**src/design/sspiu_map.svh**
```systemverilog
// Offsets, field positions, codes and reset values of the command and task unit codec
`ifndef SSPIU_MAP_SVH
`define SSPIU_MAP_SVH

`define SSPIU_LUN_BYTES      9'h008
`define SSPIU_IDX_ATTR       9'h009
`define SSPIU_IDX_FUNC       9'h00A
`define SSPIU_IDX_DWORDS     9'h00B
`define SSPIU_IDX_CDB        9'h00C
`define SSPIU_IDX_TAG_HI     9'h00C
`define SSPIU_IDX_TAG_LO     9'h00D
`define SSPIU_UNIT_MIN_LEN   9'h01C
`define SSPIU_BASE_CDB_LEN   9'h010
`define SSPIU_CDB_MAX        9'h10C
`define SSPIU_FB_BIT         7
`define SSPIU_PRIO_HI        6
`define SSPIU_PRIO_LO        3
`define SSPIU_ATTR_HI        2
`define SSPIU_DW_HI          7
`define SSPIU_DW_LO          2

`define SSPIU_FN_ABORT_TASK  8'h01
`define SSPIU_FN_ABORT_SET   8'h02
`define SSPIU_FN_CLEAR_SET   8'h04
`define SSPIU_FN_LU_RESET    8'h08
`define SSPIU_FN_NEXUS_RESET 8'h10
`define SSPIU_FN_CLEAR_CA    8'h40
`define SSPIU_FN_QUERY_TASK  8'h80

`define SSPIU_RC_FN_UNSUP    8'h04
`define SSPIU_RC_BAD_LUN     8'h09

`define SSPIU_REG_FB_SIZE    8'h00
`define SSPIU_REG_LUN_COUNT  8'h04
`define SSPIU_REG_CMD_COUNT  8'h08
`define SSPIU_REG_TASK_COUNT 8'h0C
`define SSPIU_REG_ERR_COUNT  8'h10
`define SSPIU_REG_LAST_INFO  8'h14
`define SSPIU_RST_FB_SIZE    32'h0000_0000
`define SSPIU_RST_LUN_COUNT  16'h0001

`endif

```
**src/design/sspiu_pkg.sv**
```systemverilog
// Types shared by the command and task unit codec
package sspiu_pkg;

    typedef enum logic [2:0] {
        ATTR_SIMPLE = 3'h0,
        ATTR_HEAD   = 3'h1,
        ATTR_ORDER  = 3'h2,
        ATTR_CA     = 3'h4
    } sspiu_attr_t;

    typedef enum logic [1:0] {
        PAYLOAD_NONE  = 2'h0,
        PAYLOAD_RESP  = 2'h1,
        PAYLOAD_SENSE = 2'h2
    } sspiu_payload_t;

    typedef enum logic [1:0] {
        ST_IDLE = 2'b00,
        ST_RECV = 2'b01,
        ST_EMIT = 2'b11
    } sspiu_state_t;

    typedef struct packed {
        logic [63:0] lun;
        logic        first_burst;
        logic [31:0] first_burst_bytes;
        logic [3:0]  priority_level;
        logic        priority_applies;
        logic [2:0]  attribute;
        logic        attr_reserved;
        logic [5:0]  extra_command_block_dwords;
        logic [8:0]  cdb_bytes;
    } sspiu_cmd_t;

    typedef struct packed {
        logic [63:0] lun;
        logic [7:0]  function_code;
        logic        uses_tag;
        logic [15:0] managed_task_tag;
    } sspiu_task_t;

    typedef struct packed {
        sspiu_payload_t response_payload_kind;
        logic [7:0]     code;
    } sspiu_resp_t;

endpackage : sspiu_pkg

```
**src/design/sspiu_codec.sv**
```systemverilog
// Receive-side decoder of command and task-management information units
// Function
// - Command unit: address, burst/priority/attribute byte, dword count, base and extra command block.
// - Burst enable set expects first-burst data of configured size; clear expects none.
// - Task priority orders a new task only among simple-attribute tasks.
// - Attribute codes: simple, head of queue, ordered, allegiance; others reserved.
// - Extra command block length counts four-byte dwords after sixteen base bytes.
// - Base and extra bytes form one block; bytes past its end ignored.
// - Command to missing logical unit gets incorrect-unit selection handling.
// - Task unit: address, function byte 10, managed tag bytes 12-13 big-endian.
// - Task to missing logical unit answers response data, incorrect-unit code, unless its function is nexus reset or reserved/unsupported.
// - Function codes 01h,02h,04h,08h,10h,40h,80h; all others reserved.
// - Reserved or unsupported function answers response data, not-supported code.
`timescale 1ns/1ps
`include "sspiu_map.svh"

module sspiu_codec #(
    parameter int CDB_DEPTH = 268
) (
    input  wire logic                ref_clk,
    input  wire logic                nrst,
    input  wire logic                clk_en,
    input  wire logic                unit_valid,
    input  wire logic                unit_first,
    input  wire logic                unit_last,
    input  wire logic                unit_is_task,
    input  wire logic [7:0]          unit_byte,
    output logic                     unit_ready,
    output logic                     cmd_valid,
    output sspiu_pkg::sspiu_cmd_t    cmd_info,
    output logic                     lun_reject,
    output logic                     task_valid,
    output sspiu_pkg::sspiu_task_t   task_info,
    output logic                     resp_valid,
    output sspiu_pkg::sspiu_resp_t   resp_info,
    output logic                     frame_short,
    input  wire logic [8:0]          cdb_addr,
    output logic [7:0]               cdb_data,
    input  wire logic [7:0]          reg_addr,
    input  wire logic [31:0]         reg_wdata,
    input  wire logic                reg_wr,
    input  wire logic                reg_rd,
    output logic [31:0]              reg_rdata
);
    import sspiu_pkg::*;

    sspiu_state_t state_r;
    logic [8:0]   idx_r;
    logic         is_task_r;
    logic [63:0]  lun_r;
    logic [7:0]   attr_byte_r;
    logic [7:0]   func_r;
    logic [5:0]   dw_r;
    logic [15:0]  tag_r;
    logic [7:0]   cdb_mem [CDB_DEPTH];
    logic [31:0]  fb_size_r;
    logic [15:0]  lun_count_r;
    logic [15:0]  cmd_count_r;
    logic [15:0]  task_count_r;
    logic [15:0]  err_count_r;
    logic [21:0]  last_info_r;
    logic         take;
    logic [8:0]   cdb_end;
    logic         lun_ok;
    logic         fn_known;
    logic         too_short;
    logic [2:0]   attr_code;

    // Ready drops with the enable so the sender holds its byte instead of losing it
    assign unit_ready = clk_en && (state_r != ST_EMIT);
    assign take       = clk_en && unit_valid && unit_ready && (unit_first || state_r == ST_RECV);
    assign attr_code  = attr_byte_r[`SSPIU_ATTR_HI:0];
    // Bytes from index 12 up to this index belong to the command block; this index and later are padding
    assign cdb_end    = `SSPIU_UNIT_MIN_LEN + {1'b0, dw_r, 2'b00};
    // Only the low two address bytes name a unit; upper bytes must be zero
    assign lun_ok     = (lun_r[63:16] == 48'h0) && (lun_r[15:0] < lun_count_r);
    assign too_short  = is_task_r ? (idx_r < `SSPIU_UNIT_MIN_LEN) : (idx_r < cdb_end);

    always_comb begin
        unique case (func_r)
            `SSPIU_FN_ABORT_TASK, `SSPIU_FN_ABORT_SET, `SSPIU_FN_CLEAR_SET, `SSPIU_FN_LU_RESET,
            `SSPIU_FN_NEXUS_RESET, `SSPIU_FN_CLEAR_CA, `SSPIU_FN_QUERY_TASK: fn_known = 1'b1;
            default: fn_known = 1'b0;
        endcase
    end

    // Frame sequencing; idx_r ends holding the number of bytes received
    always_ff @(posedge ref_clk) begin
        if (!nrst) begin
            state_r   <= ST_IDLE;
            idx_r     <= 9'h000;
            is_task_r <= 1'b0;
        end else if (clk_en) begin
            unique case (state_r)
                ST_IDLE, ST_RECV: begin
                    if (take) begin
                        idx_r   <= unit_first ? 9'h001 : (idx_r == 9'h1FF ? idx_r : idx_r + 9'h001);
                        state_r <= unit_last ? ST_EMIT : ST_RECV;
                        if (unit_first) begin
                            is_task_r <= unit_is_task;
                        end
                    end
                end
                ST_EMIT: state_r <= ST_IDLE;
                default: state_r <= ST_IDLE;
            endcase
        end
    end

    // Field capture by byte position; reserved positions are never looked at
    always_ff @(posedge ref_clk) begin
        if (!nrst) begin
            lun_r       <= 64'h0000_0000_0000_0000;
            attr_byte_r <= 8'h00;
            func_r      <= 8'h00;
            dw_r        <= 6'h00;
            tag_r       <= 16'h0000;
        end else if (take) begin
            if (unit_first || idx_r < `SSPIU_LUN_BYTES) begin
                lun_r <= {(unit_first ? 56'h0 : lun_r[55:0]), unit_byte};
            end
            if (!unit_first) begin
                unique case (idx_r)
                    `SSPIU_IDX_ATTR:   attr_byte_r <= unit_byte;
                    `SSPIU_IDX_FUNC:   func_r <= unit_byte;
                    `SSPIU_IDX_DWORDS: dw_r <= unit_byte[`SSPIU_DW_HI:`SSPIU_DW_LO];
                    `SSPIU_IDX_TAG_HI: tag_r[15:8] <= unit_byte;
                    `SSPIU_IDX_TAG_LO: tag_r[7:0] <= unit_byte;
                    default: ;
                endcase
            end
        end
    end

    // Command block store; padding past the block end is dropped
    always_ff @(posedge ref_clk) begin
        if (take && !unit_first && !is_task_r && idx_r >= `SSPIU_IDX_CDB && idx_r < cdb_end) begin
            cdb_mem[idx_r - `SSPIU_IDX_CDB] <= unit_byte;
        end
    end

    always_ff @(posedge ref_clk) begin
        if (!nrst) begin
            cdb_data <= 8'h00;
        end else if (clk_en) begin
            cdb_data <= (cdb_addr < `SSPIU_CDB_MAX) ? cdb_mem[cdb_addr] : 8'h00;
        end
    end

    // Decode and answer one cycle after the last byte
    always_ff @(posedge ref_clk) begin
        if (!nrst) begin
            cmd_valid   <= 1'b0;
            cmd_info    <= '0;
            lun_reject  <= 1'b0;
            task_valid  <= 1'b0;
            task_info   <= '0;
            resp_valid  <= 1'b0;
            resp_info   <= '0;
            frame_short <= 1'b0;
        end else if (clk_en) begin
            cmd_valid   <= 1'b0;
            lun_reject  <= 1'b0;
            task_valid  <= 1'b0;
            resp_valid  <= 1'b0;
            frame_short <= 1'b0;
            if (state_r == ST_EMIT) begin
                if (too_short) begin
                    frame_short <= 1'b1;
                end else if (!is_task_r) begin
                    cmd_info.lun                        <= lun_r;
                    cmd_info.first_burst                <= attr_byte_r[`SSPIU_FB_BIT];
                    cmd_info.first_burst_bytes          <= attr_byte_r[`SSPIU_FB_BIT] ? fb_size_r : 32'h0000_0000;
                    cmd_info.priority_level             <= attr_byte_r[`SSPIU_PRIO_HI:`SSPIU_PRIO_LO];
                    cmd_info.priority_applies           <= (attr_code == ATTR_SIMPLE);
                    cmd_info.attribute                  <= attr_code;
                    cmd_info.attr_reserved              <= !(attr_code inside {ATTR_SIMPLE, ATTR_HEAD,
                                                             ATTR_ORDER, ATTR_CA});
                    cmd_info.extra_command_block_dwords <= dw_r;
                    cmd_info.cdb_bytes                  <= cdb_end - `SSPIU_IDX_CDB;
                    cmd_valid                           <= lun_ok;
                    lun_reject                          <= !lun_ok;
                end else if (!fn_known) begin
                    resp_valid <= 1'b1;
                    resp_info  <= '{response_payload_kind: PAYLOAD_RESP, code: `SSPIU_RC_FN_UNSUP};
                end else if (!lun_ok && func_r != `SSPIU_FN_NEXUS_RESET) begin
                    resp_valid <= 1'b1;
                    resp_info  <= '{response_payload_kind: PAYLOAD_RESP, code: `SSPIU_RC_BAD_LUN};
                end else begin
                    task_valid                 <= 1'b1;
                    task_info.lun              <= lun_r;
                    task_info.function_code    <= func_r;
                    task_info.uses_tag         <= (func_r == `SSPIU_FN_ABORT_TASK) ||
                                                  (func_r == `SSPIU_FN_QUERY_TASK);
                    task_info.managed_task_tag <= tag_r;
                end
            end
        end
    end

    // Software registers: burst size and unit count steer decoding
    always_ff @(posedge ref_clk) begin
        if (!nrst) begin
            fb_size_r   <= `SSPIU_RST_FB_SIZE;
            lun_count_r <= `SSPIU_RST_LUN_COUNT;
        end else if (clk_en && reg_wr) begin
            if (reg_addr == `SSPIU_REG_FB_SIZE) begin
                fb_size_r <= reg_wdata;
            end
            if (reg_addr == `SSPIU_REG_LUN_COUNT) begin
                lun_count_r <= reg_wdata[15:0];
            end
        end
    end

    // Event counters wrap; software takes differences
    always_ff @(posedge ref_clk) begin
        if (!nrst) begin
            cmd_count_r  <= 16'h0000;
            task_count_r <= 16'h0000;
            err_count_r  <= 16'h0000;
            last_info_r  <= 22'h00_0000;
        end else if (clk_en) begin
            if (cmd_valid) begin
                cmd_count_r <= cmd_count_r + 16'h0001;
                last_info_r <= {8'h00, cmd_info.extra_command_block_dwords, cmd_info.attribute,
                                cmd_info.priority_level, cmd_info.first_burst};
            end
            if (task_valid) begin
                task_count_r <= task_count_r + 16'h0001;
                last_info_r  <= {task_info.function_code, 14'h0000};
            end
            if (lun_reject || resp_valid || frame_short) begin
                err_count_r <= err_count_r + 16'h0001;
            end
        end
    end

    always_ff @(posedge ref_clk) begin
        if (!nrst) begin
            reg_rdata <= 32'h0000_0000;
        end else if (clk_en) begin
            reg_rdata <= 32'h0000_0000;
            if (reg_rd) begin
                unique case (reg_addr)
                    `SSPIU_REG_FB_SIZE:    reg_rdata <= fb_size_r;
                    `SSPIU_REG_LUN_COUNT:  reg_rdata <= {16'h0000, lun_count_r};
                    `SSPIU_REG_CMD_COUNT:  reg_rdata <= {16'h0000, cmd_count_r};
                    `SSPIU_REG_TASK_COUNT: reg_rdata <= {16'h0000, task_count_r};
                    `SSPIU_REG_ERR_COUNT:  reg_rdata <= {16'h0000, err_count_r};
                    `SSPIU_REG_LAST_INFO:  reg_rdata <= {10'h000, last_info_r};
                    default:               reg_rdata <= 32'h0000_0000;
                endcase
            end
        end
    end
endmodule : sspiu_codec

```
**config.mk**
```make
export PLATFORM = sky130hd
export DESIGN_NAME = sspiu_codec
export DESIGN_NICKNAME = d
export VERILOG_FILES = /design/src/design/sspiu_pkg.sv /design/src/design/sspiu_codec.sv
export VERILOG_INCLUDE_DIRS = /design/src /design/src/design
export SDC_FILE = /design/constraint.sdc
export NUM_CORES = 2
export LEC_CHECK = 0
export BUFFER_PORTS_ARGS = -buffer_cell sky130_fd_sc_hd__buf_2
export CORE_ASPECT_RATIO = 1.1
export CORE_UTILIZATION = 50
export DETAILED_ROUTE_END_ITERATION = 8
export PLACE_DENSITY = 0.69
export SLEW_MARGIN = 10
export SYNTH_ARGS = -nofsm -noshare
export SYNTH_HDL_FRONTEND = slang
export SYNTH_SLANG_ARGS = --single-unit
```
**constraint.sdc**
```tcl
create_clock -name ref_clk -period 4 [get_ports ref_clk]
set_clock_uncertainty 0.1 [all_clocks]
set_input_delay 0.8 -clock ref_clk [delete_from_list [all_inputs] [get_ports ref_clk]]
set_output_delay 0.8 -clock ref_clk [all_outputs]
set_load 0.005 [all_outputs]
```
# Yosys cells after proc, flatten, opt, wreduce, memory -nomap -nowiden
# Memory sizes are Yosys's and may differ from the RTL's.
# Index checks and enable logic that the tools add are counted.
[word_totals] register_bits=497 ramBits=2144 inputBits=66 output_inout_bits=266 word_cells=165 n_memories=1
[classes] add_sub_neg=7 order_cmp=6 eq_ne=28 muxes=36 bitwise_logic=4 n_reduce_logical=46
[memory_table] memory="cdb_mem" words=268 width=8 read_ports=1 rd_ports_with_merged_regs=0 wr=1 line="sspiu_codec.sv:55" rtl="logic [7:0] cdb_mem [CDB_DEPTH];"
[op_table] operator="$pmux 32 s6" n=1
[op_table] operator="$mux 32" n=2
[op_table] operator="$mux 56" n=1
[op_table] operator="$add 16x1->16 const B" n=3
[op_table] operator="$logic_not 48->1" n=1
[op_table] operator="$eq 9x4->1 const B" n=5
[op_table] operator="$mux 22" n=2
[op_table] operator="$eq 8x4->1 const B" n=3
[op_table] operator="$eq 8x5->1 const B" n=3
[op_table] operator="$mux 1" n=22
[op_table] operator="$mux 10" n=2
[op_table] operator="$mux 9" n=2
[op_table] operator="$sub 9x4->9 const B" n=2
[op_table] operator="$eq 8x3->1 const B" n=2
[op_table] operator="$lt 16x16->1" n=1
[op_table] operator="$reduce_and 2->1" n=8
[op_table] operator="$reduce_and 3->1" n=5
[op_table] operator="$reduce_and 4->1" n=3
[op_table] operator="$logic_and 1x1->1" n=11
[op_table] operator="$add 5x8->9 const A" n=1
[op_table] operator="$add 9x1->9 const B" n=1
[op_table] operator="$eq 9x9->1 const B" n=1
[op_table] operator="$ge 9x4->1 const B" n=1
[op_table] operator="$lt 9x4->1 const B" n=1
[op_table] operator="other kinds (29)" n=43

# Logic depth before layout (Yosys ltp)
[logic_depth] word_depth=10 ltp_mapped=16 mapped_depth_nobuf=13

# Worst setup path after synthesis
# No wires, ideal clock.
[synth_path] path_type="reg2reg" start="register dw_r[0]" end="memory cdb_mem[101][0] (enable)" setup_ns=0.383 t_arrival_ns=3.579 required_time_ns=3.517 setup_slack_ns=-0.063 stages_incl_launch_ff=15 path_buffers=2 synth_period_minus_slack_ns=4.063 path_cell_list="dfxtp_1 buf_2 inv_1 ha_1 nand2b_1 nand2_1 xor2_1 ha_1 a21o_1 o31a_1 o21a_1 nor4_4 nand4_1 clkbuf_1 nor3_1"
[synth_via] elab_chain_cells=5
[synth_lines] element="start, declared" line="sspiu_codec.sv:53" rtl="logic [5:0] dw_r;"
[synth_lines] element="start signal, assigned" line="sspiu_codec.sv:126" rtl="`SSPIU_IDX_DWORDS: dw_r <= unit_byte[`SSPIU_DW_HI:`SSPIU_DW_LO];"
[synth_lines] element="$add 5x8->9 (no source line)"
[synth_lines] element="$lt 9x9->1" line="sspiu_codec.sv:137" rtl="if (take && !unit_first && !is_task_r && idx_r >= `SSPIU_IDX_CDB && idx_r < cdb_end) begin"
[synth_lines] element="$logic_and 1x1->1" line="sspiu_codec.sv:137"
[synth_lines] element="$mux 1" line="sspiu_codec.sv:137"
[synth_lines] element="$mux 1" line="sspiu_codec.sv:138" rtl="cdb_mem[idx_r - `SSPIU_IDX_CDB] <= unit_byte;"
[synth_lines] element="end, declared" line="sspiu_codec.sv:55"
# Every way passes these cells.

# Worst setup path after layout
[layout_path] start="register dw_r[1]" end="memory cdb_mem[69][0] (enable)"
# Same word-level chain as after synthesis.

==> impl_metrics.csv <==
group,metric,value,unit
status,run_status,"complete, no violations",
clocking,clk_path_buf_depth,3,
setup_path,r2r_end,"cdb_mem[69][0]",
final_layout,drive_above_1_share,0.270,
clocking,clock_latency,0.89,ns
placement,hpwl,189,mm
timing,maxSlewViolCount,0,
placement,place.port_buffers,323,
clocking,cts_htree_levels,4,
timing,fin_hold_ws,0.0760,ns
floorplanning,rows,174,
logic_synthesis,synth_commonest_cells,"2144 x edfxtp_1, 539 x nand2_1, 513 x mux4_2",
setup_path,worstSetupPathType,"flip-flop to flip-flop",
floorplanning,pin_count,332,
timing,fin_ws,0.137,ns
setup_path,worst-path-buf-inv,5,
placement,place.gp.congestion,0.972,
logic_synthesis,syn_area,103000,um^2
setup_path,cp_data_arrival_time,4.34,ns
setup_path,cp_data_required_time,4.48,ns
detailed_routing,vias_per_cell,6.18,
detailed_routing,first_iter_violations,8061,
setup_path,cp-end-kind,"flip-flop",
detailed_routing,wl_per_cell,29.3,um
setup_path,worstPathMaxFanout,16,
logic_synthesis,synthTopCellsByArea,"edfxtp_1 62%, mux4_2 11%, dfxtp_1 9.5%",
clocking,cts_made_buffers,241,
logic_synthesis,syn_inst,6169,
logic_synthesis,post_synth.cell_area_avg,16.7,um^2
setup_path,critical-path-top-delay-family,"buffers and inverters",
logic_synthesis,synth_top_area_share,0.624,
timing,period_needed,3.86,ns
logic_synthesis,synth_flop_cell,"edfxtp_1",
timing,slew_headroom,0.106,
placement,dp_slack,-0.0181,ns
timing,hold_viol,0,
setup_path,start_kind,"flip-flop",
setup_path,slowest_stage,"dfxtp_1",
logic_synthesis,synth.distinct_cells,70,
timing,rsz0062_at_grt,"true",
detailed_routing,drcViolationCount,0,
setup_path,crit_chain,"inv_1, ha_1, nand2b_1, nand2_1, xor2_2, ha_1, a21o_1, o31a_1, o21a_1, nor4_4, buf_6, buf_4, nand4_1, buf_4, nor3_1, buf_4",
final_layout,area_delta_synth_final,17.0,%
setup_path,rr_worst_depth,16,
global_route,grt_overflow,0,
setup_path,critical_path.max_stage_delay,0.34,ns
clocking,path_clk_slew,0.07,ns
worst_hold_path,whs_endpoint,"fb_size_r[17]",
worst_hold_path,min_from,"reg_wdata[17]",
global_route,grt_max_degree,269,
logic_synthesis,synth_seq_cells,2631,
floorplanning,die_h,478,um
global_route,grt_pass1_vias,59900,
pwr,peakVddDrop,0.000544,V
floorplanning,initial_utilization,0.504,
clocking,cts_tree,"built",
floorplanning,die-area,208000,um^2
worst_hold_path,worstHoldPathType,"input port to flip-flop",
clocking,clock_sinks,2631,
timing,period_share,0.966,
timing,max_freq,259,MHz
setup_path,timing.rr.start,"dw_r[1]",
worst_hold_path,min_path_cells,3,
detailed_routing,routed_wl,291,mm
logic_synthesis,synth.most_common_cell,"edfxtp_1",
logic_synthesis,synth_edf_count,2144,
detailed_routing,route.vias.total,61300,
logic_synthesis,ys_warn_count,0,
detailed_routing,drt_pass1_iterations,8,
floorplanning,die_w,435,um
logic_synthesis,synth_top_cell_by_area,"edfxtp_1",
pwr,power.total,56.4,mW
pwr,powerDensity,467,nW/um^2
global_route,grt_use_total,0.277,
clocking,cts-root-buf,"clkbuf_16",
timing,worst_pin_slew,1.34,ns
floorplanning,core_area,205000,um^2
detailed_routing,ant_nets,0,
global_route,antenna_found_initial,7,
setup_path,crit_top_cell,"buf_4",
final_layout,layout.nets,7061,
logic_synthesis,yosysSeqAreaShare,0.719,
logic_synthesis,synth-async-reset-ratio,0,
flow_run,drv_cap,0,
final_layout,num-fill-cells,15000,
pwr,p_leak,40.6,nW
global_route,grt_pass1_wl,419,mm
timing,finalSetupTns,0,ns
timing,setup_viol_count_final,0,
setup_path,reg2reg_slack,0.14,ns
logic make-up after synthesis:
logic type      count (synthesis)  synth area share
fa+ha+maj                      29           0.00352
xor+xnor                       61           0.00518
compound gates                821            0.0557
simple gates                 1442            0.0654
buf+inv                       464            0.0193
mux                           720             0.132
other cells                     1         0.0000363
flops                        2631             0.719
routing by layer:
layer | wire length [um] | vias to the layer above | track usage
li1 | - | 25800 | -
met1 | 108000 | 31000 | 0.370
met2 | 136000 | 3713 | 0.438
met3 | 31800 | 677 | 0.0601
met4 | 14300 | 4 | 0.122
met5 | 23 | - | 0
layout make-up:
class                      instances  area (um^2)  share of cell area
sequential                      2631        74100               0.614
inverter                          29          113            0.000933
timing repair buffer             982         7430              0.0615
tap                             2728         3410              0.0283
clock buffer                     307         6460              0.0536
antenna                            7         17.5            0.000145
multi-input combinational       3081        27300               0.226
clock inverter                   143         1870              0.0155
how the worst max path moves through the flow:
stage / endpoint / slack, ns / startpoint / cells after the start
floorplan: cdb_mem[101][0] / -0.06 / dw_r[0] / 14
finish: cdb_mem[69][0] / 0.14 / dw_r[1] / 16
global route: cdb_mem[65][0] / -0.06 / dw_r[1] / 17
detailed placement: cdb_mem[32][3] / -0.02 / dw_r[1] / 15
global placement: cdb_data[4] / -0.01 / cdb_addr[0] / 11
CTS: cdb_mem[113][2] / 0.03 / dw_r[1] / 16
worst min-delay path, cell delays in order:
cell      delay, ns
buf_2          0.09
nand2_1        0.04
a21boi_0       0.07
power breakdown:
part | switching (mW) | leakage, nW | internal, mW | total, mW
Clock | 10.1 | 4.05 | 14.0 | 24.1
Combinational | 1.74 | 13.4 | 0.979 | 2.72
Sequential | 0.0196 | 23.2 | 29.6 | 29.6
sequential cells by signal (all words and copies together), names as in the netlist, 22 cells and up:
signal       count
cdb_mem       2144
cmd_info       118
fb_size_r       32
last_info_r     22
lun_r           64
reg_rdata       32
task_info       89
stage by stage:
| step | cells | area, um^2 | util |
|---|---|---|---|
| floorplan | 6176 | 103000 | - |
| global placement | 9449 | 112000 | 0.549 |
| detailed placement | 9449 | 112000 | 0.549 |
| CTS | 9899 | 121000 | 0.589 |
| global route | 9903 | 121000 | 0.590 |
| finish | 9908 | 121000 | 0.590 |
layout by cell type (no fill, tap or decap), types with 19 or more instances in the layout:
| cell | n |
|---|---|
| xor2_1 | 19 |
| clkbuf_1 | 49 |
| o22ai_1 | 28 |
| nand3_1 | 184 |
| nand4_1 | 27 |
| nor4_1 | 23 |
| mux4_2 | 513 |
| clkbuf_16 | 244 |
| edfxtp_1 | 2144 |
| clkinv_2 | 40 |
| clkinv_1 | 35 |
| a31oi_1 | 20 |
| dfxtp_1 | 486 |
| a222oi_1 | 25 |
| nor3_2 | 22 |
| a221oi_1 | 30 |
| buf_2 | 310 |
| a21boi_0 | 169 |
| buf_12 | 59 |
| bufinv_16 | 39 |
| nor3_1 | 101 |
| inv_1 | 27 |
| buf_4 | 599 |
| and3_1 | 19 |
| and2_1 | 71 |
| nand2_1 | 533 |
| nor2b_1 | 168 |
| a22oi_1 | 146 |
| nor2_1 | 235 |
| ha_1 | 29 |
| a211oi_1 | 22 |
| o21ai_0 | 158 |
| xnor2_1 | 41 |
| mux2i_1 | 190 |
| a21oi_1 | 83 |
repair_timing:
| action | 4_1_cts | 5_1_grt |
|---|---|---|
| pin swaps | 0 | 0 |
| gates resized for setup | 2 | 20 |
| hold buffers | 0 | 0 |
| setup buffers | 0 | 2 |
| endpoints found under the setup margin | 19 | 703 |
Power figures use the tool's default switching activity.
